`config.mk`:
```
export PLATFORM = sky130hd
export DESIGN_NAME = cldc_top
export DESIGN_NICKNAME = d
export VERILOG_FILES = /design/src/hw/cldc_mod.v /design/src/hw/cldc_top.v
export VERILOG_INCLUDE_DIRS = /design/src /design/src/hw
export SDC_FILE = /design/constraint.sdc
export NUM_CORES = 1
export LEC_CHECK = 0
export ABC_AREA = 1
export BUFFER_PORTS_ARGS = -buffer_cell sky130_fd_sc_hd__buf_2
export CAP_MARGIN = 20
export CORE_MARGIN = 4
export CORE_UTILIZATION = 45
export CTS_CLUSTER_SIZE = 24
export DETAILED_ROUTE_END_ITERATION = 7
export PLACE_DENSITY = 0.64
export SLEW_MARGIN = 25
export SYNTH_ARGS = -nofsm -noshare
export SYNTH_HDL_FRONTEND = slang
export SYNTH_SLANG_ARGS = --single-unit
```
`constraint.sdc`:
```
create_clock -name REF_CLK -period 32.1 [get_ports REF_CLK]
set_input_delay 3.21 -clock REF_CLK [delete_from_list [all_inputs] [get_ports REF_CLK]]
set_output_delay 3.21 -clock REF_CLK [all_outputs]
set_load 0.01 [all_outputs]
```
`src/hw/cldc_map.vh`:
```
/*
 * Constants for the charge limit and DAC control block: APB offsets,
 * field positions, reset values, limit tables and timing counts.
 * Assumes inclusion by bare name from design files under hw/ and the bench under dv/.
 */
`ifndef CLDC_MAP_VH
`define CLDC_MAP_VH

`define CLDC_OFF_CURRENT 12'h000
`define CLDC_OFF_VOLTAGE 12'h004
`define CLDC_OFF_CONFIG 12'h008
`define CLDC_OFF_STATUS 12'h00C
`define CLDC_OFF_VDAC 12'h010
`define CLDC_OFF_IDAC 12'h014

`define CLDC_CFG_LOW_CURRENT_MODE_DIS 0
`define CLDC_CFG_WAKE 1
`define CLDC_CFG_RESET 2'h0

`define CLDC_ST_AC 0
`define CLDC_ST_POWER_FAIL_FLAG 1
`define CLDC_ST_V_OR 2
`define CLDC_ST_LOW_CURRENT_MODE 3
`define CLDC_ST_WAKE 4
`define CLDC_ST_GOT_I 5
`define CLDC_ST_GOT_V 6

`define CLDC_I_MAX0 16'd1023
`define CLDC_I_MAX1 16'd2046
`define CLDC_I_MAX2 16'd3068
`define CLDC_I_MAX3 16'd4092
`define CLDC_I_STEP0 16'd1
`define CLDC_I_STEP1 16'd2
`define CLDC_I_STEP2 16'd4
`define CLDC_I_STEP3 16'd4
`define CLDC_I_WAKE 16'd80

`define CLDC_V_MIN 16'd2900
`define CLDC_V_STEP 16'd16
`define CLDC_V_REF 16'd1184
`define CLDC_V_MAX0 16'd8800
`define CLDC_V_MAX1 16'd13104
`define CLDC_V_MAX2 16'd17408
`define CLDC_V_MAX3 16'd21712
`define CLDC_V_MAX4 16'd28000

`define CLDC_CLK_HZ 10000000
`define CLDC_LOW_CURRENT_MODE_BIT_US 45000
`define CLDC_LOW_CURRENT_MODE_BIT_CYC (`CLDC_CLK_HZ / 1000000 * `CLDC_LOW_CURRENT_MODE_BIT_US)
`define CLDC_PWM_PHASES 8

`endif

```
`src/hw/cldc_mod.v`:
```
/*
 * First order delta-sigma modulator for the current DAC.
 * Assumes the caller gives the step enable and a stable full scale.
 */
`timescale 1ns/1ps
module cldc_mod (
    input wire REF_CLK,
    input wire SYS_RST,
    input wire ce,
    input wire step,
    input wire [15:0] level,
    input wire [15:0] full,
    output reg bit_out
);
reg [16:0] acc;
wire [16:0] sum = acc + {1'b0, level};

always @(posedge REF_CLK) begin
    if (SYS_RST) begin
        acc <= 17'h0;
        bit_out <= 1'b0;
    end else if (ce && step) begin
        // density of ones equals level/full
        if (sum >= {1'b0, full}) begin
            acc <= sum - {1'b0, full};
            bit_out <= 1'b1;
        end else begin
            acc <= sum;
            bit_out <= 1'b0;
        end
    end
end
endmodule

```
`src/hw/cldc_top.v`:
```
/*
 * Charge limit and DAC control: strap decode, voltage and current DAC
 * words, delta-sigma current drive, input enable and AC presence.
 * Registers: current word, voltage word, config, status, voltage DAC
 * readback and modulator level readback (before the x8 low-current
 * scaling), one word each on APB.
 * Assumes comparator results arrive as levels of unknown timing and an
 * APB master on REF_CLK.
 * Assumes the strap resistors stay put while charging; a strap code
 * that is not a clean thermometer is ignored and the last range kept.
 * Assumes the analog side scales the current bitstream by the sense
 * resistor and gates its output stage with CURRENT_DAC_OUT.
 */
`timescale 1ns/1ps
`include "cldc_map.vh"
module cldc_top (
    input wire REF_CLK,
    input wire SYS_RST,
    input wire CE,
    input wire PSEL,
    input wire PENABLE,
    input wire PWRITE,
    input wire [11:0] PADDR,
    input wire [31:0] PWDATA,
    output reg [31:0] PRDATA,
    output reg PREADY,
    output reg PSLVERR,
    input wire [2:0] CURRENT_LIMIT_PIN,
    input wire [3:0] VOLTAGE_LIMIT_PIN,
    input wire INPUT_ABOVE_130MV,
    input wire INPUT_BELOW_NEG25MV,
    input wire AC_ABOVE_THRESHOLD,
    input wire AC_BELOW_HYSTERESIS,
    input wire BATTERY_INSERTED,
    output reg CHARGE_ENABLE_PIN,
    output reg AC_DETECT_OUTPUT,
    output reg INPUT_SWITCH_FAST_OFF,
    output reg [15:0] VOLTAGE_DAC,
    output reg CURRENT_DAC_OUT
);
// 45ms in clock cycles at 10MHz
localparam [31:0] LOW_CURRENT_MODE_CYC = `CLDC_LOW_CURRENT_MODE_BIT_CYC;

// thermometer code of strap comparators to range index
function [2:0] thermo;
    input [3:0] t;
    begin
        thermo = {2'b00, t[0]} + {2'b00, t[1]} + {2'b00, t[2]}
            + {2'b00, t[3]};
    end
endfunction

function [15:0] sat;
    input [15:0] v;
    input [15:0] lim;
    begin
        sat = (v > lim) ? lim : v;
    end
endfunction

// round a word down to its programming step
function [15:0] floor_step;
    input [15:0] v;
    input [15:0] s;
    begin
        floor_step = v - (v % s);
    end
endfunction

// register reads are 16-bit values in the low half of the bus
function [31:0] word32;
    input [15:0] v;
    begin
        word32 = {16'h0000, v};
    end
endfunction

// two flops per comparator; first stage read only by second
reg [11:0] sync_a;
reg [11:0] sync_b;
wire [11:0] cmp_in = {BATTERY_INSERTED, AC_BELOW_HYSTERESIS,
    AC_ABOVE_THRESHOLD, INPUT_BELOW_NEG25MV, INPUT_ABOVE_130MV,
    VOLTAGE_LIMIT_PIN, CURRENT_LIMIT_PIN};
always @(posedge REF_CLK) begin
    if (SYS_RST) begin
        sync_a <= 12'h000;
        sync_b <= 12'h000;
    end else if (CE) begin
        sync_a <= cmp_in;
        sync_b <= sync_a;
    end
end
wire [2:0] current_limit_pin_t = sync_b[2:0];
wire [3:0] voltage_limit_pin_t = sync_b[6:3];
wire in_ok = sync_b[7];
wire in_rev = sync_b[8];
wire ac_hi = sync_b[9];
wire ac_lo = sync_b[10];
wire batt = sync_b[11];
reg batt_d;

// strap decode: zero means short, highest means open
// strap code must be a clean thermometer; a bubble from comparators
// caught mid-switch keeps the last good range
function thermo_ok;
    input [3:0] t;
    begin
        thermo_ok = ((t & (t + 4'h1)) == 4'h0);
    end
endfunction

reg [2:0] current_limit_pin_sel;
reg [2:0] voltage_limit_pin_sel;
// lowest ranges until a clean code is seen
always @(posedge REF_CLK) begin
    if (SYS_RST) begin
        current_limit_pin_sel <= 3'h0;
        voltage_limit_pin_sel <= 3'h0;
    end else if (CE) begin
        if (thermo_ok({1'b0, current_limit_pin_t}))
            current_limit_pin_sel <= thermo({1'b0, current_limit_pin_t});
        if (thermo_ok(voltage_limit_pin_t))
            voltage_limit_pin_sel <= thermo(voltage_limit_pin_t);
    end
end
reg [15:0] i_max;
reg [15:0] i_step;
reg [15:0] v_max;
always @* begin
    case (current_limit_pin_sel[1:0])
        2'd0: begin
            i_max = `CLDC_I_MAX0;
            i_step = `CLDC_I_STEP0;
        end
        2'd1: begin
            i_max = `CLDC_I_MAX1;
            i_step = `CLDC_I_STEP1;
        end
        2'd2: begin
            i_max = `CLDC_I_MAX2;
            i_step = `CLDC_I_STEP2;
        end
        default: begin
            i_max = `CLDC_I_MAX3;
            i_step = `CLDC_I_STEP3;
        end
    endcase
    case (voltage_limit_pin_sel)
        3'd0: v_max = `CLDC_V_MAX0;
        3'd1: v_max = `CLDC_V_MAX1;
        3'd2: v_max = `CLDC_V_MAX2;
        3'd3: v_max = `CLDC_V_MAX3;
        default: v_max = `CLDC_V_MAX4;
    endcase
end

// software state
// CE low freezes all of it, the APB answer too
reg [15:0] cur_word;
reg [15:0] volt_word;
reg [1:0] cfg;
reg got_i;
reg got_v;
reg v_or;
reg wake;
reg low_current_mode;
reg pwr_ok;
reg ac_flag;

wire setup = PSEL && !PENABLE;
wire wr_acc = PSEL && PENABLE && PWRITE && PREADY;
wire addr_ok = (PADDR == `CLDC_OFF_CURRENT) ||
    (PADDR == `CLDC_OFF_VOLTAGE) || (PADDR == `CLDC_OFF_CONFIG) ||
    (PADDR == `CLDC_OFF_STATUS) || (PADDR == `CLDC_OFF_VDAC) ||
    (PADDR == `CLDC_OFF_IDAC);

// bit 1 reads power fail, the inverse of the enable condition
wire [31:0] status_word = {25'h0, got_v, got_i, wake, low_current_mode,
    v_or, ~pwr_ok, ac_flag};

// voltage DAC word: offset removed, clamped to strap ceiling
wire [15:0] v_q = floor_step(volt_word, `CLDC_V_STEP);
wire v_over = v_q > v_max;
wire [15:0] v_lim = sat(v_q, v_max);
wire [15:0] next_vdac = (v_q < `CLDC_V_REF) ? 16'h0000
    : v_lim - `CLDC_V_REF;

// current word: quantise to strap step, clamp to range
wire [15:0] i_q = floor_step(cur_word, i_step);
wire [15:0] i_cl = sat(i_q, i_max);
wire [15:0] mod_level = wake ? `CLDC_I_WAKE : i_cl;
wire [15:0] mod_full = wake ? `CLDC_I_MAX3 : i_max;
wire next_low_current_mode = !wake && !cfg[`CLDC_CFG_LOW_CURRENT_MODE_DIS] &&
    ({i_cl, 4'h0} < {4'h0, i_max});

always @(posedge REF_CLK) begin
    if (SYS_RST) begin
        PRDATA <= 32'h00000000;
        PREADY <= 1'b0;
        PSLVERR <= 1'b0;
        cur_word <= 16'h0000;
        volt_word <= 16'h0000;
        cfg <= `CLDC_CFG_RESET;
        got_i <= 1'b0;
        got_v <= 1'b0;
        v_or <= 1'b0;
        VOLTAGE_DAC <= 16'h0000;
        low_current_mode <= 1'b0;
    end else if (CE) begin
        // no wait state: ready in the first access cycle
        PREADY <= setup;
        PSLVERR <= setup && !addr_ok;
        // read data taken at setup so it stands through the access cycle
        if (setup) begin
            case (PADDR)
                `CLDC_OFF_CURRENT: PRDATA <= word32(cur_word);
                `CLDC_OFF_VOLTAGE: PRDATA <= word32(volt_word);
                `CLDC_OFF_CONFIG: PRDATA <= {30'h0, cfg};
                `CLDC_OFF_STATUS: PRDATA <= status_word;
                `CLDC_OFF_VDAC: PRDATA <= word32(VOLTAGE_DAC);
                `CLDC_OFF_IDAC: PRDATA <= word32(mod_level);
                default: PRDATA <= 32'h00000000;
            endcase
        end
        // new battery clears got_i and got_v but keeps the words; a write in the same cycle wins
        if (batt && !batt_d) begin
            got_i <= 1'b0;
            got_v <= 1'b0;
        end
        if (wr_acc) begin
            case (PADDR)
                `CLDC_OFF_CURRENT: begin
                    cur_word <= PWDATA[15:0];
                    got_i <= 1'b1;
                end
                `CLDC_OFF_VOLTAGE: begin
                    volt_word <= PWDATA[15:0];
                    got_v <= 1'b1;
                end
                `CLDC_OFF_CONFIG: cfg <= PWDATA[1:0];
                default: ;
            endcase
        end
        v_or <= v_over;
        VOLTAGE_DAC <= next_vdac;
        low_current_mode <= next_low_current_mode;
    end
end

// wake-up charging, input enable and AC presence
always @(posedge REF_CLK) begin
    if (SYS_RST) begin
        batt_d <= 1'b0;
        wake <= 1'b0;
        pwr_ok <= 1'b0;
        ac_flag <= 1'b0;
        CHARGE_ENABLE_PIN <= 1'b0;
        AC_DETECT_OUTPUT <= 1'b0;
        INPUT_SWITCH_FAST_OFF <= 1'b0;
    end else if (CE) begin
        batt_d <= batt;
        // held while inserted battery lacks either word, or while the config wake bit is set
        wake <= (batt && !(got_i && got_v)) ||
            cfg[`CLDC_CFG_WAKE];
        if (in_rev)
            pwr_ok <= 1'b0;
        else if (in_ok)
            pwr_ok <= 1'b1;
        INPUT_SWITCH_FAST_OFF <= in_rev;
        CHARGE_ENABLE_PIN <= !in_rev && (pwr_ok || in_ok);
        if (ac_hi)
            ac_flag <= 1'b1;
        else if (ac_lo)
            ac_flag <= 1'b0;
        AC_DETECT_OUTPUT <= ac_hi || (ac_flag && !ac_lo);
    end
end

// modulator step: every cycle, or slow in low-current mode
// a slow bit gives the charger time to settle at the gated peak
reg [31:0] slow_cnt;
reg [2:0] pwm_ph;
wire slow_tick = (slow_cnt == LOW_CURRENT_MODE_CYC - 32'd1);
always @(posedge REF_CLK) begin
    if (SYS_RST) begin
        slow_cnt <= 32'h00000000;
        pwm_ph <= 3'h0;
    end else if (CE) begin
        pwm_ph <= pwm_ph + 3'h1;
        if (!low_current_mode || slow_tick)
            slow_cnt <= 32'h00000000;
        else
            slow_cnt <= slow_cnt + 32'h00000001;
    end
end

wire ds_bit;
// low-current level is scaled by 8 so the 1/8 gate restores the average
wire [15:0] ds_level = low_current_mode ? {i_cl[12:0], 3'h0} : mod_level;
cldc_mod u_mod (
    .REF_CLK(REF_CLK),
    .SYS_RST(SYS_RST),
    .ce(CE),
    .step(!low_current_mode || slow_tick),
    .level(ds_level),
    .full(mod_full),
    .bit_out(ds_bit)
);

// low-current: bitstream gates a 1/8 duty pulse, so average matches
always @(posedge REF_CLK) begin
    if (SYS_RST)
        CURRENT_DAC_OUT <= 1'b0;
    else if (CE)
        CURRENT_DAC_OUT <= low_current_mode ? (ds_bit && pwm_ph == 3'h0)
            : ds_bit;
end
endmodule

```
Yosys cells after proc, flatten, opt, wreduce, memory -nomap -nowiden --
Cells that the tools add are included.
Cells by class: order comparisons 5, divide/modulo/power cells 1, equal/unequal tests 11, reductions and logical operators 48, bitwise operators 3, multiplexer cells 24, $add $sub $neg 14
Operators by type and width (count):
- $mux 16 | 6
- $pmux 16 s6 | 1
- $pmux 15 s4 | 1
- $pmux 12 s3 | 1
- $add 32x1->32 const B | 1
- $eq 32x19->1 const B | 1
- $gt 16x16->1 | 2
- $mux 32 | 1
- $eq 12x4->1 const B | 2
- $eq 12x5->1 const B | 2
- $lt 20x16->1 | 1
- $add 17x16->17 | 1
- $ge 17x16->1 | 1
- $mux 17 | 1
- $sub 17x16->17 | 1
- $lt 16x11->1 const B | 1
- $mod 16x16->16 | 1
- $sub 16x11->16 const B | 1
- $sub 16x16->16 | 1
- $sub 16x4->16 | 1
- $logic_and 1x1->1 | 14
- $eq 12x3->1 const B | 1
- $logic_not 12->1 | 1
- $mux 1 | 12
- 23 further kinds | 50
Storage, ports and cells: register bits 178, bits of input ports 62, output and inout port bits 54

Longest topological paths before layout --
Gate-level depths: netlist of run 1.
depth in word-level cells 11, mapped depth 221, depth with buffers taken out 215

Hierarchy --
From an unflattened synthesis of run 1, not the netlist that was laid out.
Unflattened totals: cell total of the unflattened synthesis 2641, area total of the unflattened synthesis 16415.7 µm²
Modules (own cells, without submodules):
- cldc_top | cells each 2149, area each 13491.7 µm², sequential area each 2802.7 µm², instances 1
- cldc_mod | cells each 492, area each 2924.1 µm², sequential area each 360.3 µm², instances 1

Worst setup path before layout of run 1 --
Ideal clock, no wire load.
kind flip-flop to flip-flop, start register current_limit_pin_sel[1], end register u_mod.acc[6], period minus slack after synthesis 27.770 ns, arrival time 27.653 ns, stages on the path, launching flop included 208, library setup time 0.117 ns, path buffers 7, path slack 4.330 ns, path through dfxtp_1 > buf_6 > nor2_4 > inv_1 > ha_1 > nand2_1 > nand2_2 > inv_1 > ha_1 > nand2_1 > nand3_1 > nand2_1 > nand2_1 > nand2_1 > inv_1 > ha_1 > nand2_1 > nand2_1 > (+172 left out) > or2_2 > inv_1 > nor2_1 > o21bai_1 > a21oi_1 > o21bai_1 > a21oi_1 > nor2_1 > nor2_1 > xnor2_1 > nor3_1 > nand3_1 > inv_1 > or2_2 > nor2_1 > nand2_1 > or2_2 > a32o_1
Between the ends: longest elaborated chain between the ends 11, elaborated cells on any way between the ends 16, classes of those cells add/sub (3); div (1); order compare (2); eq/ne (2); mux (7); reduce/logical (1)
Ends and longest elaborated chain:
- start, declared | RTL line cldc_top.v:112 | reg [2:0] current_limit_pin_sel;
- start signal, assigned | RTL line cldc_top.v:121 | current_limit_pin_sel <= thermo({1'b0, current_limit_pin_t});
- $eq 2x1->1 / $logic_not 2->1 (equally long branches) | RTL line cldc_top.v:130 | case (current_limit_pin_sel[1:0])
- $pmux 3 s2 | RTL line cldc_top.v:130
- $mod 16x16->16 | RTL line cldc_top.v:66 | floor_step = v - (v % s);
- $sub 16x16->16 | RTL line cldc_top.v:66
- $gt 16x16->1 | RTL line cldc_top.v:57 | sat = (v > lim) ? lim : v;
- $mux 16 | RTL line cldc_top.v:57
- $mux 16 | RTL line cldc_top.v:191 | wire [15:0] mod_level = wake ? `CLDC_I_WAKE : i_cl;
- $mux 16 | RTL line cldc_top.v:299 | wire [15:0] ds_level = low_current_mode ? {i_cl[12:0], 3'h0} : mod_level;
- $add 17x16->17 | RTL line cldc_mod.v:16 | wire [16:0] sum = acc + {1'b0, level};
- $sub 17x16->17 / $ge 17x16->1 (equally long branches) | RTL line cldc_mod.v:25, cldc_mod.v:24
- $mux 17 * | RTL line cldc_mod.v:24 | if (sum >= {1'b0, full}) begin
- end signal, assigned | RTL line cldc_mod.v:25 | acc <= sum - {1'b0, full};
- end signal, assigned | RTL line cldc_mod.v:28 | acc <= sum;
- end, declared | RTL line cldc_mod.v:15 | reg [16:0] acc;
Every way passes the cells marked *; elsewhere a longest branch is shown, timed or not. A chain may end at the register's enable or synchronous reset.

Worst setup path in the final report of run 1 --
Ends and elaborated chain as after synthesis.

==> results.cfg, run 1 <==
[status]
status = completed

[yosys]
synth_cells = 2339
netlist_area_um2 = 15000
async_reset_ff_share_pct = 0
yosys.area_share.simple_pct = 36.4
yosysUniqueCellTypes = 68
avgSynthCellArea_um2 = 6.43
ys_seq_area_share_pct = 21.0
ys.flop_type = dfxtp_1
synthAdderAreaFrac_pct = 9.46
synth_compound_area_share_pct = 15.4
synth_xor_area_share_pct = 5.07
synth_edf_count = 0
synthMuxAreaShare_pct = 0
ys_ff_latch = 158
ys_warn_count = 0
synth_top_family_by_area = simple AND/OR/NAND/NOR gates

[finish]
drive_gt1_share_pct = 13.5
areaGrowthSynthToFinish_pct = 9.13
final_cell_mix = 485 x nand2_1, 327 x inv_1, 255 x nor2_1, 157 x dfxtp_1, 144 x a21oi_1
final_common_cell = nand2_1
finalNetCount = 2564
antenna_cells = 0

[timing]
tightest_slew_ns = 0.982
min_period_ns = 29.23
setup_viol = 0
report.final.slew_viol_count = 0
postLayoutSetupSlackWorst_ns = 2.87
hold_violations = 0
maxSlewHeadroom_pct = 34.5
clock_skew_ns = 0.00817
min_period_over_period_pct = 91.0
max_freq_ghz = 0.0342

[grt]
grt_pass1_wl_um = 66200
grt_overflow = 0
antenna_found_initial = 1
grt_max_degree = 63
track_usage_pct = 21.8
grt_pass1_vias = 13753

[routing]
via_per_inst = 5.17
first_iter_violations = 639
ant_nets = 0
dr.pass1.iters = 5
wirelength_um = 39700
dr_total_vias = 14720
drc = 0
wl_per_cell_um = 14.0

[floorplan]
die_w_um = 191
start_util_pct = 46.0
die-area_um2 = 36400
die_h_um = 191
ioPinCount = 116
coreArea_um2 = 32700
rows = 66

[setup_path]
cp_slowest_cell = dfxtp_2
crit_required_ns = 32.42
critPathMaxFanout = 15
r2r_setup_slack_ns = 2.87
arrival_ns = 29.55
start_kind = flop
crit_start = current_limit_pin_sel[1]
r2r-start = current_limit_pin_sel[1]
critPathMaxStageDelay_ns = 0.42
cpMostUsedCell = nand2_1
endpoint_kind = flop
crit_type = flop to flop

[clock_tree]
cts.sinks = 158
path_clk_slew_ns = 0.07
htree_levels = 4
cts_root_buf = clkbuf_16
clkLatencyLatePin_ns = 0.43
cts_buffers = 17
clock_path_buffers = 2
cts_tree = done

[job]
cap_violations = 0

[worst_hold_path]
hold_path.class = flop to flop
hold_path.startpoint = batt_d

[placed_design]
place.gp.congestion = 0.892
dp_hpwl_um = 31300
dp_worst_setup_slack_ns = 1.25
portBuffers = 79
[cell usage after synthesis, types with 4 or more instances]
library cell | n | area share (%)
nor2_4 | 11 | 0.82
nand2_1 | 485 | 12
o21ai_0 | 131 | 4.4
a21o_1 | 4 | 0.20
nand3_2 | 19 | 1.3
or2_2 | 18 | 0.75
nand3b_1 | 8 | 0.40
o221ai_1 | 7 | 0.41
buf_4 | 20 | 1.0
xnor2_1 | 29 | 1.7
clkinv_1 | 5 | 0.12
ha_1 | 104 | 8.7
fa_1 | 6 | 0.80
o21ai_1 | 19 | 0.63
nand3_4 | 10 | 1.2
buf_6 | 11 | 0.82
nand2_2 | 43 | 1.8
a21oi_1 | 147 | 4.9
a211oi_1 | 23 | 1.1
nor2_2 | 22 | 0.92
inv_2 | 15 | 0.37
nand4_1 | 69 | 2.9
nand2_4 | 11 | 0.82
dfxtp_1 | 158 | 21
nor4_1 | 9 | 0.37
nand4_2 | 6 | 0.50
o21bai_1 | 17 | 0.85
nor2_1 | 259 | 6.5
o211ai_1 | 9 | 0.45
xor2_1 | 58 | 3.4
o22ai_1 | 6 | 0.25
clkbuf_1 | 55 | 1.4
a221oi_1 | 9 | 0.52
nor3_1 | 36 | 1.2
nand3_1 | 121 | 4.0
inv_1 | 327 | 8.2
[area by class of cell]
cell class / instances / area (µm²)
fill: 3420 / 16300
multi-input combinational: 1756 / 10100
sequential: 158 / 3160
inverter: 349 / 1310
timing repair buffer: 110 / 628
tap: 442 / 553
clock buffer: 18 / 429
clock inverter: 14 / 181
[what timing repair did]
item / 4_1_cts / 5_1_grt
gates resized for setup: 0 / 24
endpoints found under the hold margin: 0 / 0
buffers inserted: 0 / 11
hold buffers: 0 / 0
setup endpoints to repair: 0 / 18
[registers in the layout, summed over array words and instances (netlist names), 12 cells and up]
| name | cells |
|---|---|
| sync_a | 12 |
| sync_b | 12 |
| cur_word | 16 |
| volt_word | 16 |
| PRDATA | 16 |
| u_mod.acc | 17 |
| slow_cnt | 32 |
| VOLTAGE_DAC | 12 |
[final timing paths]
path                   to  depth (start not counted)
min reg2reg        batt_d                          2
max reg2reg  u_mod.acc[6]                        204
min                batt_d                          2
max          u_mod.acc[6]                        204
[per-stage QoR]
stage / hold slack, ns / util (%) / std cells / instance area, µm² / TNS, ns
2_1_floorplan: 0.424 / - / 2359 / 15100 / 0
3_3_place_gp: 0.444 / 47.8 / 2804 / 15600 / 0
3_5_place_dp: 0.446 / 47.8 / 2804 / 15600 / 0
4_1_cts: 0.458 / 49.7 / 2836 / 16200 / 0
5_1_grt: 0.482 / 50.2 / 2847 / 16400 / -0.0829
6_report: 0.459 / 50.2 / 2847 / 16400 / 0
[kinds of logic (layout without fill, tap and decap cells)]
family,Yosys count,in the layout
AO/OA/AOI/OAI,398,398
XOR/XNOR,87,87
adder cells (fa/ha/maj),110,110
buffers and inverters,445,491
flip-flops,158,158
other,1,21
AND/OR/NAND/NOR,1140,1140
[worst max-delay path, delay by kind of cell, from the launching register on]
kind / cells / cell delay, ns
adders and majority gates: 19 / 6.16
DFF: 1 / 0.42
and+or+nand+nor: 107 / 12.78
AOI/OAI and AO/OA: 45 / 6.56
xor gates and xnor gates: 2 / 0.46
buffers and inverters: 31 / 2.69
[per-layer routing]
metal	part of all wire (%)	vias to the layer above	track usage [%]
met5	0.033	-	0
met4	2.0	2	6.24
met3	4.2	45	2.82
met2	46	254	36.5
met1	48	6716	29.4
li1	-	7703	-
Power of run 1 is not shown: default switching activity piles up to over one toggle a cycle in this logic, so the estimate is an artifact.
==> inputs of run 2 (changes only) <==
--- a/config.mk
+++ b/config.mk
@@ -14,6 +14,7 @@
 export CTS_CLUSTER_SIZE = 24
 export DETAILED_ROUTE_END_ITERATION = 7
 export PLACE_DENSITY = 0.64
+export RECOVER_POWER = 25
 export SLEW_MARGIN = 25
 export SYNTH_ARGS = -nofsm -noshare
 export SYNTH_HDL_FRONTEND = slang
==> run 2 against run 1 <==
Against the previous run: critical path type unchanged; final cell count unchanged; the run now ends with capacitance limit, slew limit left; critical path depth rose by 1; sequential share of layout area rose by 0.059 points.
==> results.cfg, run 2 (same netlist as run 1, synthesis figures left out) <==
[status]
status = finished with violations
violations = capacitance limit, slew limit

[placed_design]
dp_hpwl_um = 31300
place.gp.congestion = 0.892
placed_area_um2 = 15600
portBuffers = 79
dp_worst_setup_slack_ns = 1.25

[routing]
ant_nets = 0
first_iter_violations = 679
wl_per_cell_um = 14.0
drc = 0
via_per_inst = 5.16
dr_total_vias = 14697
wirelength_um = 39700
dr.pass1.iters = 5

[setup_path]
cp_top_family = simple AND/OR/NAND/NOR gates
cpMostUsedCell = nand2_1
crit_start = current_limit_pin_sel[1]
r2r-start = current_limit_pin_sel[1]
start_kind = flop
endpoint_kind = flop
cp-endpoint = u_mod.acc[8]
r2r-end = u_mod.acc[8]
crit_buf_inv = 31
critPathMaxFanout = 15
r2r_setup_slack_ns = 2.88
crit_type = flop to flop
path_depth = 205
cp_slowest_cell = fa_1
arrival_ns = 29.54
reg2reg_depth = 205
crit_required_ns = 32.42
critPathMaxStageDelay_ns = 0.42

[clock_tree]
cts.sinks = 158
cts_hold_buf = 0
cts_buffers = 17
cts_tree = done
cts_root_buf = clkbuf_16
clkLatencyLatePin_ns = 0.43
htree_levels = 4
clock_path_buffers = 2
path_clk_slew_ns = 0.07

[floorplan]
coreArea_um2 = 32700
rows = 66
ioPinCount = 116
die-area_um2 = 36400
die_h_um = 191
start_util_pct = 46.0
die_w_um = 191

[grt]
grt_pass1_wl_um = 66200
antenna_found_initial = 1
track_usage_pct = 21.8
grt_pass1_vias = 13753
grt_max_degree = 63
grt_overflow = 0

[job]
cap_violations = 2

[timing]
tightest_slew_ns = 3.08
hold_violations = 0
setup_viol = 0
min_period_ns = 29.22
tns_ns = 0
fin_hold_ws_ns = 0.460
max_freq_ghz = 0.0342
postLayoutSetupSlackWorst_ns = 2.88
maxSlewHeadroom_pct = -106
report.final.slew_viol_count = 115
min_period_over_period_pct = 91.0
clock_skew_ns = 0.00842

[finish]
finalNetCount = 2564
antenna_cells = 0
final_area_um2 = 16400
final_cell_mix = 485 x nand2_1, 327 x inv_1, 255 x nor2_1, 157 x dfxtp_1, 144 x a21oi_1
reg_top3 = slow_cnt x32, u_mod.acc x17
drive_gt1_share_pct = 12.0
largest_register_ffs = 32
final_common_cell = nand2_1
largest_register = slow_cnt
areaGrowthSynthToFinish_pct = 8.80

[worst_hold_path]
hold_path.class = flop to flop
min_path_cells = 2
[run 2: routing by layer]
layer / wire length, µm / vias to the layer above / global-route usage (%) / share of wire [%]
li1: - / 7705 / - / -
met1: 19300 / 6705 / 29.4 / 49
met2: 18100 / 240 / 36.5 / 45
met3: 1510 / 45 / 2.82 / 3.8
met4: 833 / 2 / 6.24 / 2.1
met5: 13 / - / 0 / 0.033
[run 2: area by class of cell]
type,count,area [µm²]
Fill cell,3438,16400
Clock buffer,18,429
Tap cell,442,553
Multi-Input combinational cell,1756,10100
Inverter,349,1310
Clock inverter,14,181
Sequential cell,158,3160
Timing Repair Buffer,110,578
[run 2: worst reg2reg max path: cells and delay by family (launching register included)]
kind | cells | cell delay [ns]
AOI/OAI and AO/OA | 46 | 6.58
xor gates and xnor gates | 2 | 0.45
adders and majority gates | 19 | 6.14
buffers and inverters | 31 | 2.68
DFF | 1 | 0.41
and+or+nand+nor | 107 | 12.84
[run 2: per-stage QoR]
step                cells  util [%]
finish               2847      50.0
global route         2847      50.0
CTS                  2836      49.7
detailed placement   2804      47.8
global placement     2804      47.8
floorplan            2359         -
[run 2: worst min-delay path by stage]
stage                             from            to  slack (ns)
after global routing            batt_d        batt_d        0.48
after floorplan           u_mod.acc[3]  u_mod.acc[3]        0.42
after global placement          batt_d        batt_d        0.44
after detailed placement     sync_b[8]        pwr_ok        0.45
final                           batt_d        batt_d        0.46
after CTS                       batt_d        batt_d        0.46
[run 2: what timing repair did]
action	CTS	global route
buffers inserted	0	11
setup endpoints to repair	0	18
resized for setup	0	24
hold endpoints to repair	0	0
Power of run 2 is left out for the same reason.
==> inputs of run 3 (changes only) <==
--- a/config.mk
+++ b/config.mk
@@ -13,7 +13,8 @@
 export CORE_UTILIZATION = 45
 export CTS_CLUSTER_SIZE = 24
 export DETAILED_ROUTE_END_ITERATION = 7
-export PLACE_DENSITY = 0.64
+export HOLD_SLACK_MARGIN = 0.12
+export PLACE_DENSITY_LB_ADDON = 0.25
 export RECOVER_POWER = 25
 export SLEW_MARGIN = 25
 export SYNTH_ARGS = -nofsm -noshare
==> run 3 against run 2 <==
Against the previous run: highest routed layer unchanged; final area about the same; wire length grew 0.71%; critical path type unchanged; the run still ends with capacitance limit, slew limit left; non-clock buffer count down 2; largest cell class unchanged; via count rose by 1.0%.
==> results.cfg, run 3 (same netlist as run 1, synthesis figures left out) <==
[routing]
first_iter_violations = 762
wl_met1_um = 19300
ant_nets = 0
drc = 0
met3_length_um = 1590
via_per_inst = 5.22
wl_met2_um = 18200
wirelength_um = 40000
wl_per_cell_um = 14.1
dr_total_vias = 14851
highest-signal-layer = met5
dr.pass1.iters = 7

[grt]
grt_max_degree = 63
antenna_found_initial = 1
grt_pass1_vias = 13747
grt_overflow = 0
grt_pass1_wl_um = 66200
track_usage_pct = 21.6

[setup_path]
cpMostUsedCell = nand2_1
crit_type = flop to flop
critPathMaxStageDelay_ns = 0.41
start_kind = flop
arrival_ns = 29.51
cp_slowest_cell = fa_1
critPathMaxFanout = 15
crit_required_ns = 32.41
endpoint_kind = flop

[finish]
finalNonFillerCells = 2844
antenna_cells = 0
final_common_cell = nand2_1
final_area_um2 = 16400
largest_register_ffs = 32
largest_register = slow_cnt
finalNetCount = 2562
reg_top3 = slow_cnt x32, u_mod.acc x17
final_cell_mix = 485 x nand2_1, 327 x inv_1, 255 x nor2_1, 157 x dfxtp_1, 144 x a21oi_1
areaGrowthSynthToFinish_pct = 8.91
drive_gt1_share_pct = 11.9
utilization_pct = 50.0

[floorplan]
die_w_um = 191
coreArea_um2 = 32700
die-area_um2 = 36400
ioPinCount = 116
die_h_um = 191
start_util_pct = 46.0
rows = 66

[timing]
max_freq_ghz = 0.0343
min_period_over_period_pct = 90.9
report.final.slew_viol_count = 112
tightest_slew_ns = 2.97
min_period_ns = 29.19
tns_ns = 0
setup_viol = 0
hold_violations = 0
clock_skew_ns = 0.00835
maxSlewHeadroom_pct = -97.9

[clock_tree]
clock_path_buffers = 2
path_clk_slew_ns = 0.06
cts.sinks = 158
cts_buffers = 17
clkLatencyLatePin_ns = 0.43
cts_tree = done
cts_hold_buf = 0
cts_root_buf = clkbuf_16
htree_levels = 4

[status]
violations = capacitance limit, slew limit
status = finished with violations

[placed_design]
placed_area_um2 = 15600
dp_hpwl_um = 31200
portBuffers = 79
place.gp.congestion = 0.881
place_inst = 2803

[job]
cap_violations = 2

[worst_hold_path]
hold_path.class = flop to flop
run 3: final timing paths:
kind	start	endpoint	slack (ns)	depth (start not counted)
hold / removal	sync_b[8]	pwr_ok	0.46	1
hold reg to reg	sync_b[8]	pwr_ok	0.46	1
setup / recovery	current_limit_pin_sel[1]	u_mod.acc[6]	2.91	203
setup reg to reg	current_limit_pin_sel[1]	u_mod.acc[6]	2.91	203
run 3: through the flow:
stage	hold WS, ns	setup WS (ns)
after global routing	0.470	-0.0363
after global placement	0.444	1.86
final	0.458	2.91
after CTS	0.459	1.20
after floorplan	0.424	4.33
after detailed placement	0.450	1.31
run 3: critical path, delay by kind of cell (launching register included):
| kind | cells | cell delay [ns] |
|---|---|---|
| AOI/OAI and AO/OA | 42 | 6.62 |
| xor gates and xnor gates | 2 | 0.41 |
| adders and majority gates | 19 | 6.13 |
| buffers and inverters | 32 | 2.79 |
| DFF | 1 | 0.40 |
| and+or+nand+nor | 108 | 12.65 |
run 3: metal layers:
metal  vias up  track usage [%]
met5         -                0
met4         2             7.07
met3        65             2.49
met2       332             36.1
met1      6748             29.2
li1       7704                -
run 3: cell type report:
| class | count | area [µm²] |
|---|---|---|
| fillers | 3352 | 16300 |
| clock inverters | 10 | 185 |
| well taps | 442 | 553 |
| clock buffers | 21 | 460 |
| multi-input cells | 1756 | 10100 |
| inverters | 349 | 1310 |
| flip-flops and latches | 158 | 3160 |
| repair buffers | 108 | 563 |
run 3: timing repair:
item                       in CTS  in global routing
resized for setup               0                 25
buffers inserted                0                 10
setup endpoints to repair       0                 18
Power of run 3 is left out for the same reason.
